[src/core/uirq_consts.svh]
`ifndef UIRQ_CONSTS_SVH
`define UIRQ_CONSTS_SVH

// Register offsets on the channel address lines
`define UIRQ_OFF_DATA 3'h0
`define UIRQ_OFF_MASK 3'h1
`define UIRQ_OFF_SRC 3'h2
`define UIRQ_OFF_LINE 3'h5
`define UIRQ_OFF_MODEM 3'h6

// Reset values
`define UIRQ_MASK_RST 8'h00
`define UIRQ_FCTL_RST 8'h00
`define UIRQ_RD_RST 8'h00

// Interrupt mask bit positions
`define UIRQ_MASK_RX 0
`define UIRQ_MASK_TX 1
`define UIRQ_MASK_LS 2
`define UIRQ_MASK_MS 3

// Fifo control bit positions
`define UIRQ_FCTL_EN 0
`define UIRQ_FCTL_DMA 3

// Interrupt source codes, highest priority first
`define UIRQ_SRC_LS 4'h6
`define UIRQ_SRC_RX 4'h4
`define UIRQ_SRC_TX 4'h2
`define UIRQ_SRC_MS 4'h0
`define UIRQ_SRC_NONE 4'h1

// Fifo depth
`define UIRQ_DEPTH 5'h10

`endif

[src/core/uirq_pkg.sv]
package uirq_pkg;

  typedef struct packed {
    logic txPend;
    logic txEmptyPrev;
    logic txEnPrev;
    logic irq;
    logic [3:0] srcCode;
  } uirq_chan_st_t;

  typedef struct packed {
    logic rxLatch;
    logic txReqN;
    logic rxReqN;
  } uirq_dma_st_t;

  typedef struct packed {
    logic [7:0] maskA;
    logic [7:0] maskB;
    logic [7:0] fctlA;
    logic [7:0] fctlB;
    logic [7:0] rdData;
  } uirq_top_st_t;

endpackage : uirq_pkg

[src/core/uirq_chan_if.sv]
interface uirq_chan_if;
  logic fifoEn;
  logic dmaMode;
  logic [3:0] mask;
  logic [4:0] rxCount;
  logic [4:0] txCount;
  logic [4:0] rxTrig;
  logic [3:0] lineErr;
  logic [3:0] modemDelta;
  logic dataWrite;
  logic srcRead;
  logic irq;
  logic [3:0] srcCode;
  logic txReqN;
  logic rxReqN;

  modport ctrl (
    output fifoEn, dmaMode, mask, rxCount, txCount, rxTrig, lineErr, modemDelta,
    output dataWrite, srcRead,
    input irq, srcCode, txReqN, rxReqN
  );

  modport chan (
    input fifoEn, mask, rxCount, txCount, rxTrig, lineErr, modemDelta,
    input dataWrite, srcRead,
    output irq, srcCode
  );

  modport dma (
    input fifoEn, dmaMode, rxCount, txCount, rxTrig,
    output txReqN, rxReqN
  );
endinterface : uirq_chan_if

[src/core/uirq_chan.sv]
`include "uirq_consts.svh"

module uirq_chan (
  // Clock and reset
  input wire logic sys_clk,
  input wire logic srst,
  // Channel signals
  uirq_chan_if.chan cif
);

  uirq_pkg::uirq_chan_st_t st_q;
  uirq_pkg::uirq_chan_st_t st_d;
  logic txEmpty;
  logic setTx;
  logic clrTx;
  logic srcLs;
  logic srcRx;
  logic srcTx;
  logic srcMs;

  always_comb begin
    st_d = st_q;
    txEmpty = (cif.txCount == 5'h00);
    // Empty edge, or enabling while already empty
    setTx = (txEmpty && !st_q.txEmptyPrev) ||
            (txEmpty && cif.mask[`UIRQ_MASK_TX] && !st_q.txEnPrev);
    clrTx = cif.dataWrite || (cif.srcRead && (st_q.srcCode == `UIRQ_SRC_TX));
    srcLs = cif.mask[`UIRQ_MASK_LS] && (|cif.lineErr);
    if (cif.fifoEn) begin
      srcRx = cif.mask[`UIRQ_MASK_RX] && (cif.rxCount >= cif.rxTrig);
    end else begin
      srcRx = cif.mask[`UIRQ_MASK_RX] && (cif.rxCount != 5'h00);
    end
    srcTx = cif.mask[`UIRQ_MASK_TX] && st_q.txPend;
    srcMs = cif.mask[`UIRQ_MASK_MS] && (|cif.modemDelta);
    if (setTx) begin
      st_d.txPend = 1'b1;
    end else if (clrTx) begin
      st_d.txPend = 1'b0;
    end
    st_d.txEmptyPrev = txEmpty;
    st_d.txEnPrev = cif.mask[`UIRQ_MASK_TX];
    // Priority encode into the source register
    if (srcLs) begin
      st_d.srcCode = `UIRQ_SRC_LS;
    end else if (srcRx) begin
      st_d.srcCode = `UIRQ_SRC_RX;
    end else if (srcTx) begin
      st_d.srcCode = `UIRQ_SRC_TX;
    end else if (srcMs) begin
      st_d.srcCode = `UIRQ_SRC_MS;
    end else begin
      st_d.srcCode = `UIRQ_SRC_NONE;
    end
    st_d.irq = srcLs || srcRx || srcTx || srcMs;
  end

  always_ff @(posedge sys_clk) begin
    if (srst) begin
      st_q <= '{txPend: 1'b0, txEmptyPrev: 1'b1, txEnPrev: 1'b0, irq: 1'b0,
                srcCode: `UIRQ_SRC_NONE};
    end else begin
      st_q <= st_d;
    end
  end

  assign cif.irq = st_q.irq;
  assign cif.srcCode = st_q.srcCode;

  tx_clear_a: assert property (@(posedge sys_clk) disable iff (srst)
    (cif.dataWrite && !setTx) |=> !st_q.txPend)
    else $error("Transmit interrupt not cleared by data write");

  ls_first_a: assert property (@(posedge sys_clk) disable iff (srst)
    (cif.mask[`UIRQ_MASK_LS] && (|cif.lineErr)) |=> (cif.irq && cif.srcCode == 4'h6))
    else $error("Line status interrupt missing");

  rx_fifo_a: assert property (@(posedge sys_clk) disable iff (srst)
    (cif.fifoEn && cif.mask == 4'h1 && cif.rxCount < cif.rxTrig) |=> !cif.irq)
    else $error("Receive interrupt below trigger level");

endmodule : uirq_chan

[src/core/uirq_dma.sv]
`include "uirq_consts.svh"

module uirq_dma (
  // Clock and reset
  input wire logic sys_clk,
  input wire logic srst,
  // Channel signals
  uirq_chan_if.dma dif
);

  uirq_pkg::uirq_dma_st_t st_q;
  uirq_pkg::uirq_dma_st_t st_d;
  logic blockMode;
  logic rxEmpty;

  always_comb begin
    st_d = st_q;
    blockMode = dif.fifoEn && dif.dmaMode;
    rxEmpty = (dif.rxCount == 5'h00);
    // Trigger latch, held until the fifo drains; set wins
    if (!rxEmpty && (dif.rxCount >= dif.rxTrig)) begin
      st_d.rxLatch = 1'b1;
    end else if (rxEmpty) begin
      st_d.rxLatch = 1'b0;
    end
    if (blockMode) begin
      st_d.txReqN = !(dif.txCount < `UIRQ_DEPTH);
      st_d.rxReqN = !st_d.rxLatch;
    end else begin
      st_d.txReqN = (dif.txCount != 5'h00);
      st_d.rxReqN = rxEmpty;
    end
  end

  always_ff @(posedge sys_clk) begin
    if (srst) begin
      st_q <= '{rxLatch: 1'b0, txReqN: 1'b0, rxReqN: 1'b1};
    end else begin
      st_q <= st_d;
    end
  end

  assign dif.txReqN = st_q.txReqN;
  assign dif.rxReqN = st_q.rxReqN;

  tx_mode0_a: assert property (@(posedge sys_clk) disable iff (srst)
    (!(dif.fifoEn && dif.dmaMode) && dif.txCount == 5'h00) |=> !dif.txReqN)
    else $error("Mode 0 transmit request not low on empty");

  tx_mode1_a: assert property (@(posedge sys_clk) disable iff (srst)
    (dif.fifoEn && dif.dmaMode && dif.txCount < 5'h10) |=> !dif.txReqN)
    else $error("Mode 1 transmit request not low with free space");

  rx_mode0_a: assert property (@(posedge sys_clk) disable iff (srst)
    !(dif.fifoEn && dif.dmaMode) |-> ##1 (dif.rxReqN == ($past(dif.rxCount) == 5'h00)))
    else $error("Mode 0 receive request wrong");

  rx_mode1_a: assert property (@(posedge sys_clk) disable iff (srst)
    (dif.fifoEn && dif.dmaMode && dif.rxCount != 5'h00 && !dif.rxReqN)
      ##1 (dif.fifoEn && dif.dmaMode && dif.rxCount != 5'h00) |-> !dif.rxReqN)
    else $error("Mode 1 receive request released before empty");

endmodule : uirq_dma

[src/core/uirq_top.sv]
`include "uirq_consts.svh"

module uirq_top (
  // Clock and reset
  input wire logic sys_clk,
  input wire logic srst,
  // Register access
  input wire logic chanSel,
  input wire logic [2:0] regAddr,
  input wire logic regWrite,
  input wire logic regRead,
  input wire logic [7:0] wrData,
  output logic [7:0] rdData,
  // Divisor latch access flags
  input wire logic dlabA,
  input wire logic dlabB,
  // Channel A status
  input wire logic [4:0] rxCountA,
  input wire logic [4:0] txCountA,
  input wire logic [4:0] rxTrigA,
  input wire logic txShiftEmptyA,
  input wire logic [3:0] lineErrA,
  input wire logic fifoDataErrA,
  input wire logic [3:0] modemDeltaA,
  input wire logic [3:0] modemLinesA,
  // Channel B status
  input wire logic [4:0] rxCountB,
  input wire logic [4:0] txCountB,
  input wire logic [4:0] rxTrigB,
  input wire logic txShiftEmptyB,
  input wire logic [3:0] lineErrB,
  input wire logic fifoDataErrB,
  input wire logic [3:0] modemDeltaB,
  input wire logic [3:0] modemLinesB,
  // Fifo control to the rest of the channel
  output logic [7:0] fifoCtrlA,
  output logic [7:0] fifoCtrlB,
  // Interrupt and request pins
  output logic channelAIrq,
  output logic channelBIrq,
  output logic transmitRequestAN,
  output logic transmitRequestBN,
  output logic receiveRequestAN,
  output logic receiveRequestBN
);

  uirq_pkg::uirq_top_st_t st_q;
  uirq_pkg::uirq_top_st_t st_d;
  logic selA;
  logic selB;
  logic [7:0] lineStA;
  logic [7:0] lineStB;
  logic [7:0] srcA;
  logic [7:0] srcB;
  logic [7:0] readA;
  logic [7:0] readB;

  uirq_chan_if ifA ();
  uirq_chan_if ifB ();

  function automatic logic [7:0] uirqReadMux(
    input logic [2:0] addr,
    input logic dlab,
    input logic [7:0] mask,
    input logic [7:0] src,
    input logic [7:0] line,
    input logic [7:0] modem
  );
    logic [7:0] val;
    val = 8'h00;
    case (addr)
      `UIRQ_OFF_MASK: val = dlab ? 8'h00 : mask;
      `UIRQ_OFF_SRC: val = src;
      `UIRQ_OFF_LINE: val = line;
      `UIRQ_OFF_MODEM: val = modem;
      default: val = 8'h00;
    endcase
    return val;
  endfunction : uirqReadMux

  assign selA = !chanSel;
  assign selB = chanSel;

  // Line status assembled from live channel state
  always_comb begin
    lineStA[0] = (rxCountA != 5'h00);
    lineStA[4:1] = lineErrA;
    lineStA[5] = (txCountA == 5'h00);
    lineStA[6] = (txCountA == 5'h00) && txShiftEmptyA;
    lineStA[7] = fifoDataErrA && st_q.fctlA[`UIRQ_FCTL_EN];
    lineStB[0] = (rxCountB != 5'h00);
    lineStB[4:1] = lineErrB;
    lineStB[5] = (txCountB == 5'h00);
    lineStB[6] = (txCountB == 5'h00) && txShiftEmptyB;
    lineStB[7] = fifoDataErrB && st_q.fctlB[`UIRQ_FCTL_EN];
  end

  // Source register: fifo flags on top, priority code below
  assign srcA = {{2{st_q.fctlA[`UIRQ_FCTL_EN]}}, 2'b00, ifA.srcCode};
  assign srcB = {{2{st_q.fctlB[`UIRQ_FCTL_EN]}}, 2'b00, ifB.srcCode};

  assign readA = uirqReadMux(regAddr, dlabA, st_q.maskA, srcA, lineStA,
                             {modemLinesA, modemDeltaA});
  assign readB = uirqReadMux(regAddr, dlabB, st_q.maskB, srcB, lineStB,
                             {modemLinesB, modemDeltaB});

  always_comb begin
    st_d = st_q;
    if (regWrite && selA && regAddr == `UIRQ_OFF_MASK && !dlabA) begin
      st_d.maskA = {4'h0, wrData[3:0]};
    end
    if (regWrite && selB && regAddr == `UIRQ_OFF_MASK && !dlabB) begin
      st_d.maskB = {4'h0, wrData[3:0]};
    end
    // Fifo resets are one-shot commands and are not held
    if (regWrite && selA && regAddr == `UIRQ_OFF_SRC) begin
      st_d.fctlA = {wrData[7:6], 2'b00, wrData[3], 2'b00, wrData[0]};
    end
    if (regWrite && selB && regAddr == `UIRQ_OFF_SRC) begin
      st_d.fctlB = {wrData[7:6], 2'b00, wrData[3], 2'b00, wrData[0]};
    end
    if (regRead) begin
      st_d.rdData = selA ? readA : readB;
    end
  end

  always_ff @(posedge sys_clk) begin
    if (srst) begin
      st_q <= '{maskA: `UIRQ_MASK_RST, maskB: `UIRQ_MASK_RST, fctlA: `UIRQ_FCTL_RST,
                fctlB: `UIRQ_FCTL_RST, rdData: `UIRQ_RD_RST};
    end else begin
      st_q <= st_d;
    end
  end

  // Channel A hookup
  assign ifA.fifoEn = st_q.fctlA[`UIRQ_FCTL_EN];
  assign ifA.dmaMode = st_q.fctlA[`UIRQ_FCTL_DMA];
  assign ifA.mask = st_q.maskA[3:0];
  assign ifA.rxCount = rxCountA;
  assign ifA.txCount = txCountA;
  assign ifA.rxTrig = rxTrigA;
  assign ifA.lineErr = lineErrA;
  assign ifA.modemDelta = modemDeltaA;
  assign ifA.dataWrite = regWrite && selA && regAddr == `UIRQ_OFF_DATA && !dlabA;
  assign ifA.srcRead = regRead && selA && regAddr == `UIRQ_OFF_SRC;

  // Channel B hookup
  assign ifB.fifoEn = st_q.fctlB[`UIRQ_FCTL_EN];
  assign ifB.dmaMode = st_q.fctlB[`UIRQ_FCTL_DMA];
  assign ifB.mask = st_q.maskB[3:0];
  assign ifB.rxCount = rxCountB;
  assign ifB.txCount = txCountB;
  assign ifB.rxTrig = rxTrigB;
  assign ifB.lineErr = lineErrB;
  assign ifB.modemDelta = modemDeltaB;
  assign ifB.dataWrite = regWrite && selB && regAddr == `UIRQ_OFF_DATA && !dlabB;
  assign ifB.srcRead = regRead && selB && regAddr == `UIRQ_OFF_SRC;

  uirq_chan chanA (
    .sys_clk(sys_clk),
    .srst(srst),
    .cif(ifA.chan)
  );

  uirq_chan chanB (
    .sys_clk(sys_clk),
    .srst(srst),
    .cif(ifB.chan)
  );

  uirq_dma dmaA (
    .sys_clk(sys_clk),
    .srst(srst),
    .dif(ifA.dma)
  );

  uirq_dma dmaB (
    .sys_clk(sys_clk),
    .srst(srst),
    .dif(ifB.dma)
  );

  // Pins, each channel on its own
  assign channelAIrq = ifA.irq;
  assign channelBIrq = ifB.irq;
  assign transmitRequestAN = ifA.txReqN;
  assign transmitRequestBN = ifB.txReqN;
  assign receiveRequestAN = ifA.rxReqN;
  assign receiveRequestBN = ifB.rxReqN;
  assign fifoCtrlA = st_q.fctlA;
  assign fifoCtrlB = st_q.fctlB;
  assign rdData = st_q.rdData;

  ier_reset_a: assert property (@(posedge sys_clk) disable iff (srst)
    $fell(srst) |-> (st_q.maskA == 8'h00 && st_q.maskB == 8'h00))
    else $error("Mask register not cleared by reset");

  ier_upper_a: assert property (@(posedge sys_clk) disable iff (srst)
    (st_q.maskA[7:4] == 4'h0) && (st_q.maskB[7:4] == 4'h0))
    else $error("Unused mask bits not zero");

  modem_irq_a: assert property (@(posedge sys_clk) disable iff (srst)
    (st_q.maskA[3] && (|modemDeltaA)) |=> channelAIrq)
    else $error("Modem interrupt missing on channel A");

  tx_irq_a: assert property (@(posedge sys_clk) disable iff (srst)
    (st_q.maskA == 8'h02 && txCountA == 5'h00 && $past(txCountA) != 5'h00)
      ##1 (st_q.maskA == 8'h02) |=> (channelAIrq && ifA.srcCode == 4'h2))
    else $error("Transmit empty interrupt missing on channel A");

  rx_level_a: assert property (@(posedge sys_clk) disable iff (srst)
    (!st_q.fctlA[0] && st_q.maskA == 8'h01 && rxCountA != 5'h00)
      |=> (channelAIrq && ifA.srcCode == 4'h4))
    else $error("Receive interrupt missing on channel A");

  polled_quiet_a: assert property (@(posedge sys_clk) disable iff (srst)
    (st_q.maskA[3:0] == 4'h0) |=> !channelAIrq)
    else $error("Interrupt raised with all sources masked");

  lsr_read_a: assert property (@(posedge sys_clk) disable iff (srst)
    (regRead && selA && regAddr == 3'h5)
      |=> (rdData[5] == $past(txCountA == 5'h00) && rdData[0] == $past(rxCountA != 5'h00)))
    else $error("Line status read mismatch");

  lsr_err_a: assert property (@(posedge sys_clk) disable iff (srst)
    (regRead && selA && regAddr == 3'h5) |=> (rdData[4:1] == $past(lineErrA)))
    else $error("Line status error bits mismatch");

endmodule : uirq_top

[config.mk]
export PLATFORM = sky130hd
export DESIGN_NAME = uirq_top
export DESIGN_NICKNAME = d
export VERILOG_FILES = /design/src/core/uirq_pkg.sv /design/src/core/uirq_chan_if.sv /design/src/core/uirq_chan.sv /design/src/core/uirq_dma.sv /design/src/core/uirq_top.sv
export VERILOG_INCLUDE_DIRS = /design/src /design/src/core
export SDC_FILE = /design/constraint.sdc
export NUM_CORES = 1
export LEC_CHECK = 0
export BUFFER_PORTS_ARGS = -buffer_cell sky130_fd_sc_hd__buf_2
export CAP_MARGIN = 20
export CELL_PAD_IN_SITES_DETAIL_PLACEMENT = 1
export CELL_PAD_IN_SITES_GLOBAL_PLACEMENT = 2
export CORE_MARGIN = 3
export CORE_UTILIZATION = 27
export CTS_CLUSTER_DIAMETER = 80
export CTS_CLUSTER_SIZE = 25
export DETAILED_ROUTE_END_ITERATION = 12
export PLACE_DENSITY_LB_ADDON = 0.1
export SYNTH_ARGS = -nofsm -noshare
export SYNTH_HDL_FRONTEND = slang
export SYNTH_SLANG_ARGS = --single-unit
[constraint.sdc]
create_clock -name sys_clk -period 1.45 [get_ports sys_clk]
set_input_delay 0 -clock sys_clk [delete_from_list [all_inputs] [get_ports sys_clk]]
set_output_delay 0 -clock sys_clk [all_outputs]
set_load 0.1 [all_outputs]
==> results.md, run 1 <==
- Worst setup EP type: output port
- Fin. max-slew vios: 0
- Ys async rst share: 0
- Mean area per synthesized cell: 8.62 µm²
- Vias per Instance: 4.99
- Reg2reg path depth: 4
- Outcome: finished, final reports clean
- Die width: 103 µm
- CTS clk-pin slew, worst paths: 0.09 ns
- Synth cell types: 59
- Setup Crit Path Kind: reg2out
- Vias: 2551
- Drt first pass iters: 4
- Die ar.: 10500 µm²
- Iter 0 DRT Violations: 88
- Clock root cell: clkbuf_8
- Port bufs: 95
- Max VDD drop: 0.000330 V
- Post-synth EDFFs: 0
- Clk buf depth: 2
- Largest net degree at the start of global routing: 28
- Syn Inst Count: 292
- Worst hold stages: 2
- Layout cells sized above 1: 0.333
- Avg WL per Cell: 16.7 µm
- Total track usage: 0.164
- Final setup vio count: 0
- Hold crit path type: in2reg
- Sink Count: 44
- Commonest non-fill, non-tap cell in the layout: buf_2
- Clock Skews: 0.0113 ns
- Number of H-tree levels: 2
- Ys flop type: dfxtp_1
- CP arrival: 1.32 ns
- Syn. warnings: 0
- Final #Nets: 489
- # Post-CTS Setup Buffers: 0
- Peak Freq: 757 MHz
- Vias in the first global route: 2612
- Core Rows: 34
- ANT cells: 0
- Final Wtd Congestion: 0.800
- Hold Vio Cnt, Final: 0
- Crit share post-route: 0.911
- Leakage dissipation: 1.51 nW
- Critical-path maximum fanout: 7
- Total Wirelength: 8550 µm
- First-pass GRT wire length: 13400 µm
- Mapped Area: 2520 µm²
- Nature of the critical path startpoint: flop
- Post-DP HPWL: 7030 µm
- Congestion Overflow GR: 0
- Synth-to-layout area growth: 33.5%
- Pwr/cell area: 900 nW/µm²
- Most frequent cells in the layout: buf_2 (93), dfxtp_1 (44), nor2_1 (32), inv_1 (20), buf_4 (19)
- CTS Buf Count: 5
- Final setup TNS: 0 ns
- Core footprint: 8890 µm²
- Worst EP required: 1.45 ns
- Min Tclk post-route: 1.32 ns
- # IOs: 106
- Detailed-route DRC error count: 0
- Final worst slack: 0.129 ns
- CTS tree: built
- Die H: 103 µm
- Clock Latency Late Sink: 0.30 ns
- Worst-margin pin slew: 0.565 ns
- Routed Antenna Nets: 0
- Sequential-to-total area share from yosys stat: 0.350
- #FFs+latches synth: 44
- RSZ-0062 raised after global routing: no
- Max-Cap Viols: 0
- Starting Density: 0.283
- Initial antenna violation count: 0
- Slew HR: 0.618
- Pre-CTS WS: -0.0145 ns
- Hold Slack: 0.0180 ns
## power by group
group / switching, mW / total, mW / leakage (nW) / internal [mW]
logic: 0.441 / 0.657 / 1.09 / 0.216
clock network: 0.438 / 1.12 / 0.0642 / 0.679
registers: 0.0145 / 1.25 / 0.358 / 1.24
total: 0.893 / 3.02 / 1.51 / 2.13
## synthesized netlist by cell type (3+ instances only)
| cell type | count | share of area |
|---|---|---|
| dfxtp_1 | 44 | 0.35 |
| nor2_1 | 32 | 0.048 |
| inv_1 | 20 | 0.030 |
| a21oi_1 | 18 | 0.036 |
| mux2i_1 | 17 | 0.068 |
| buf_4 | 16 | 0.048 |
| nand2_1 | 16 | 0.024 |
| o21ai_0 | 15 | 0.030 |
| ha_1 | 10 | 0.050 |
| a221oi_1 | 6 | 0.021 |
| nand3_1 | 6 | 0.012 |
| a22oi_1 | 5 | 0.015 |
| clkbuf_1 | 5 | 0.0075 |
| a32o_1 | 4 | 0.016 |
| buf_2 | 4 | 0.0080 |
| nand2b_1 | 4 | 0.0099 |
| nor3_1 | 4 | 0.0080 |
| o41ai_1 | 4 | 0.014 |
| a211oi_1 | 3 | 0.0090 |
| a31oi_1 | 3 | 0.0075 |
| a32oi_1 | 3 | 0.010 |
| or4_1 | 3 | 0.0090 |
## metrics by stage
stage,area [µm²],cells,total power [mW],utilization
2_1_floorplan,2540,299,1.71,-
3_3_place_gp,3120,494,1.91,0.351
3_5_place_dp,3120,494,1.92,0.351
4_1_cts,3350,511,3.07,0.377
5_1_grt,3360,511,3.17,0.378
6_report,3360,511,3.02,0.378
## what timing repair did
item / in CTS / in global routing
gates resized for setup: 1 / 2
endpoints found under the setup margin: 1 / 4
hold buffers: 10 / 0
endpoints found under the hold margin: 16 / 0
## critical path, cell delays in order, from the launching register on
cell and delay, ns:
dfxtp_1 0.55, buf_4 0.19, buf_4 0.28
## cell families (layout without fill, tap and decap cells)
group | count (synthesis) | count (layout) | synth area share
AOI/OAI and AO/OA | 82 | 82 | 0.230
adders and majority gates | 10 | 10 | 0.0497
buffers and inverters | 46 | 150 | 0.0975
DFF | 44 | 44 | 0.350
muxes | 19 | 19 | 0.0766
other | 1 | 8 | 0.00149
and+or+nand+nor | 90 | 90 | 0.194
## routing by layer
metal / wire length [µm] / part of all wire / track usage / vias to the layer above
li1: - / - / - / 1273
met1: 4120 / 0.48 / 0.221 / 1204
met2: 3910 / 0.46 / 0.274 / 69
met3: 465 / 0.054 / 0.0338 / 5
met4: 57 / 0.0067 / 0.0333 / 0
met5: 0 / 0 / 0 / -
## layout make-up
class	count	area (µm²)
clock buffer	5	68.8
clock inverter	2	60.1
fill	1078	5530
inverter	20	75.1
multi-input combinational	209	1420
sequential	44	881
tap	108	135
timing repair buffer	123	716
## final timing paths
check                            startpoint                              end  slack (ns)
hold / removal                         srst         chanB.st_q[5]$_SDFF_PP0_        0.02
setup / recovery  fifoCtrlB[0]$_SDFFE_PP0P_                     fifoCtrlB[0]        0.13
hold reg to reg   fifoCtrlA[6]$_SDFFE_PP0P_        fifoCtrlA[6]$_SDFFE_PP0P_        0.46
setup reg to reg  fifoCtrlB[0]$_SDFFE_PP0P_  chanB.cif.srcCode[1]$_SDFF_PP0_        0.17
## sequential cells by signal (all words and copies together), names as in the netlist, 3 cells and up
register / cells
chanB.cif.srcCode: 3
chanA.st_q: 3
ifA.mask: 4
fifoCtrlB: 4
rdData: 8
ifB.mask: 4
fifoCtrlA: 4
chanA.cif.srcCode: 3
chanB.st_q: 3
Note: power is estimated with default switching activity, not from simulation.
==> inputs of run 2 (changes only) <==
- PLACE_DENSITY: unset -> 0.93
- PLACE_DENSITY_LB_ADDON: 0.1 -> unset
==> run 2 against run 1 <==
Register-to-register slack hardly changed. Critical endpoint unchanged. Clock skew increased by 0.0015 ns. Highest routed layer unchanged. Non-clock buffer count is 4 lower. Power decreased by 11%. Combinational power is essentially flat. Maximum frequency shrank 0.89%. Clock-buffer cell count grew 2. Largest cell class unchanged. Critical path type unchanged. Cell area fell by 2.3%. Largest power group unchanged. Cell count fell by 0.59%. First-iteration DRC count is 94% higher.
==> results.md, run 2 (synthesis results as in run 1) <==
- Outcome: finished, final reports clean
- Hold_sp: wrData[0]
- Post-DP HPWL: 7130 µm (+1.4%)
- Port bufs: 95 (unchanged)
- Buf/Inv on CP: 1 (-1)
- Die ar.: 10500 µm² (unchanged)
- Hold Slack: 0.00419 ns (-0.0138 ns)
- Die width: 103 µm (unchanged)
- R2R Path End: chanB.cif.irq$_SDFF_PP0_
- Routed Antenna Nets: 0 (unchanged)
- Core Rows: 34 (unchanged)
- Congestion Overflow GR: 0 (unchanged)
- Slowest cell on crit path: dfxtp_1
- Sink Count: 44 (unchanged)
- Layout cells sized above 1: 0.325 (-0.00751)
- Total track usage: 0.162 (-0.00204)
- Reg-to-Reg Start: fifoCtrlB[0]$_SDFFE_PP0P_
- Crit share post-route: 0.919 (+0.00820)
- Commonest non-fill, non-tap cell in the layout: buf_2
- Iter 0 DRT Violations: 171 (+94%)
- Number of H-tree levels: 2 (unchanged)
- Hold crit path type: in2reg
- Top Family by Delay on Critical Path: flip-flops
- Max VDD drop: 0.000285 V (-14%)
- CTS clk-pin slew, worst paths: 0.09 ns (about the same)
- Worst hold stages: 3 (+1)
- Clock root cell: clkbuf_8
- Final Wtd Congestion: 0.838 (+4.7%)
- Setup Crit Path Kind: reg2out
- First-pass GRT wire length: 13200 µm (-1.4%)
- Peak Freq: 750 MHz (-0.89%)
- CP Cell Sequence: buf_2
- Hold Path Sink: fifoCtrlA[0]$_SDFFE_PP0P_
- ANT cells: 0 (unchanged)
- Largest register FFs: 8 (unchanged)
- Worst EP required: 1.45 ns (about the same)
- Dpl cells: 491 (-0.61%)
- Clk buf depth: 2 (unchanged)
- Nature of the critical path startpoint: flop
- Largest net degree at the start of global routing: 26 (-7.1%)
- Final setup vio count: 0 (unchanged)
- Final #Nets: 485 (-0.82%)
- CP arrival: 1.33 ns (about the same)
- Clock Skews: 0.0128 ns (+0.00146 ns)
- Vias in the first global route: 2703 (+3.5%)
- Critical-path maximum fanout: 7 (unchanged)
- Die H: 103 µm (unchanged)
- Pwr/cell area: 822 nW/µm² (-8.7%)
- Area after DPL: 3100 µm² (-0.72%)
- Total Wirelength: 8590 µm (+0.48%)
- Detailed-route DRC error count: 0 (unchanged)
- Fin. max-slew vios: 0 (unchanged)
- Reg2reg path depth: 4 (unchanged)
- Vias: 2612 (+2.4%)
- Leakage dissipation: 1.47 nW (-2.8%)
- Min Tclk post-route: 1.33 ns (+0.0119 ns)
- Fin cells: 508 (-0.59%)
- Max-Cap Viols: 0 (unchanged)
- # IOs: 106 (unchanged)
- CTS Buf Count: 5 (unchanged)
- Power, Total: 2.70 mW (-11%)
- Starting Density: 0.283 (unchanged)
- RSZ-0062 raised after global routing: no
- Reg-to-reg setup timing slack: 0.16 ns (about the same)
- Hold Vio Cnt, Final: 0 (unchanged)
- Post-route design area: 3280 µm² (-2.3%)
- Initial antenna violation count: 0 (unchanged)
- Final setup TNS: 0 ns (unchanged)
- Vias per Instance: 5.14 (+3.0%)
- CTS tree: built
- Avg WL per Cell: 16.9 µm (+1.1%)
- Core footprint: 8890 µm² (unchanged)
- Synth-to-layout area growth: 30.4%
- Clock Latency Late Sink: 0.31 ns (about the same)
- # Post-CTS Setup Buffers: 0 (unchanged)
- Worst setup EP type: output port
- Most frequent cells in the layout: buf_2 (94), dfxtp_1 (44), nor2_1 (32), inv_1 (20), a21oi_1 (18)
- Drt first pass iters: 4 (unchanged)
- Max stage delay on crit path: 0.53 ns (-0.02 ns)
run 2: cell count changes in the layout (fill, tap and decap cells not counted), sizes merged:
cell / delta
buf: -3
bufinv: -2
dlygate4sd3: -1
clkbuf: +2
clkinv: +1
run 2: layer usage:
metal  vias to the layer above  part of all wire  track usage
met5                         -                 0            0
met4                         0             0.019       0.0525
met3                        14             0.048       0.0230
met2                        70              0.52        0.297
met1                      1261              0.41        0.194
li1                       1267                 -            -
run 2: worst max path at each step:
stage,from,end,slack (ns),cells past startpoint
2_1_floorplan,rdData[5]$_SDFFE_PP0P_,rdData[5]$_SDFFE_PP0P_,0.19,1
3_3_place_gp,rxCountA[1],rdData[0]$_SDFFE_PP0P_,0.001,6
3_5_place_dp,rxCountA[1],rdData[0]$_SDFFE_PP0P_,-0.009,6
4_1_cts,fifoCtrlA[0]$_SDFFE_PP0P_,fifoCtrlA[0],0.04,2
5_1_grt,fifoCtrlB[0]$_SDFFE_PP0P_,fifoCtrlB[0],0.06,1
6_report,fifoCtrlB[0]$_SDFFE_PP0P_,fifoCtrlB[0],0.12,1
run 2: worst register-to-register path, stage by stage, from the launching register on:
cell and delay (ns):
dfxtp_1 0.42, nor4_2 0.32, inv_1 0.10, a41oi_2 0.25, a21oi_1 0.09
run 2: layout make-up:
class | instances | area, µm²
clock buffers | 7 | 76.3
clock inverters | 1 | 8.76
fillers | 1099 | 5610
inverters | 20 | 75.1
multi-input cells | 209 | 1420
flip-flops and latches | 44 | 881
well taps | 108 | 135
repair buffers | 119 | 681
run 2: power by group:
group	internal (mW)	leakage, nW	switching (mW)
logic	0.213	1.07	0.441
registers	1.24	0.358	0.0150
clock network	0.345	0.0424	0.445
total	1.79	1.47	0.901
run 2: stage by stage:
step	setup WS (ns)	utilization
2_1_floorplan	0.192	-
3_3_place_gp	0.00134	0.348
3_5_place_dp	-0.00890	0.348
4_1_cts	0.0402	0.368
5_1_grt	0.0610	0.369
6_report	0.117	0.369
run 2: repair_timing:
action / 4_1_cts / 5_1_grt
resized for setup: 0 / 2
endpoints found under the setup margin: 0 / 3
hold endpoints to repair: 13 / 0
hold buffers: 9 / 0
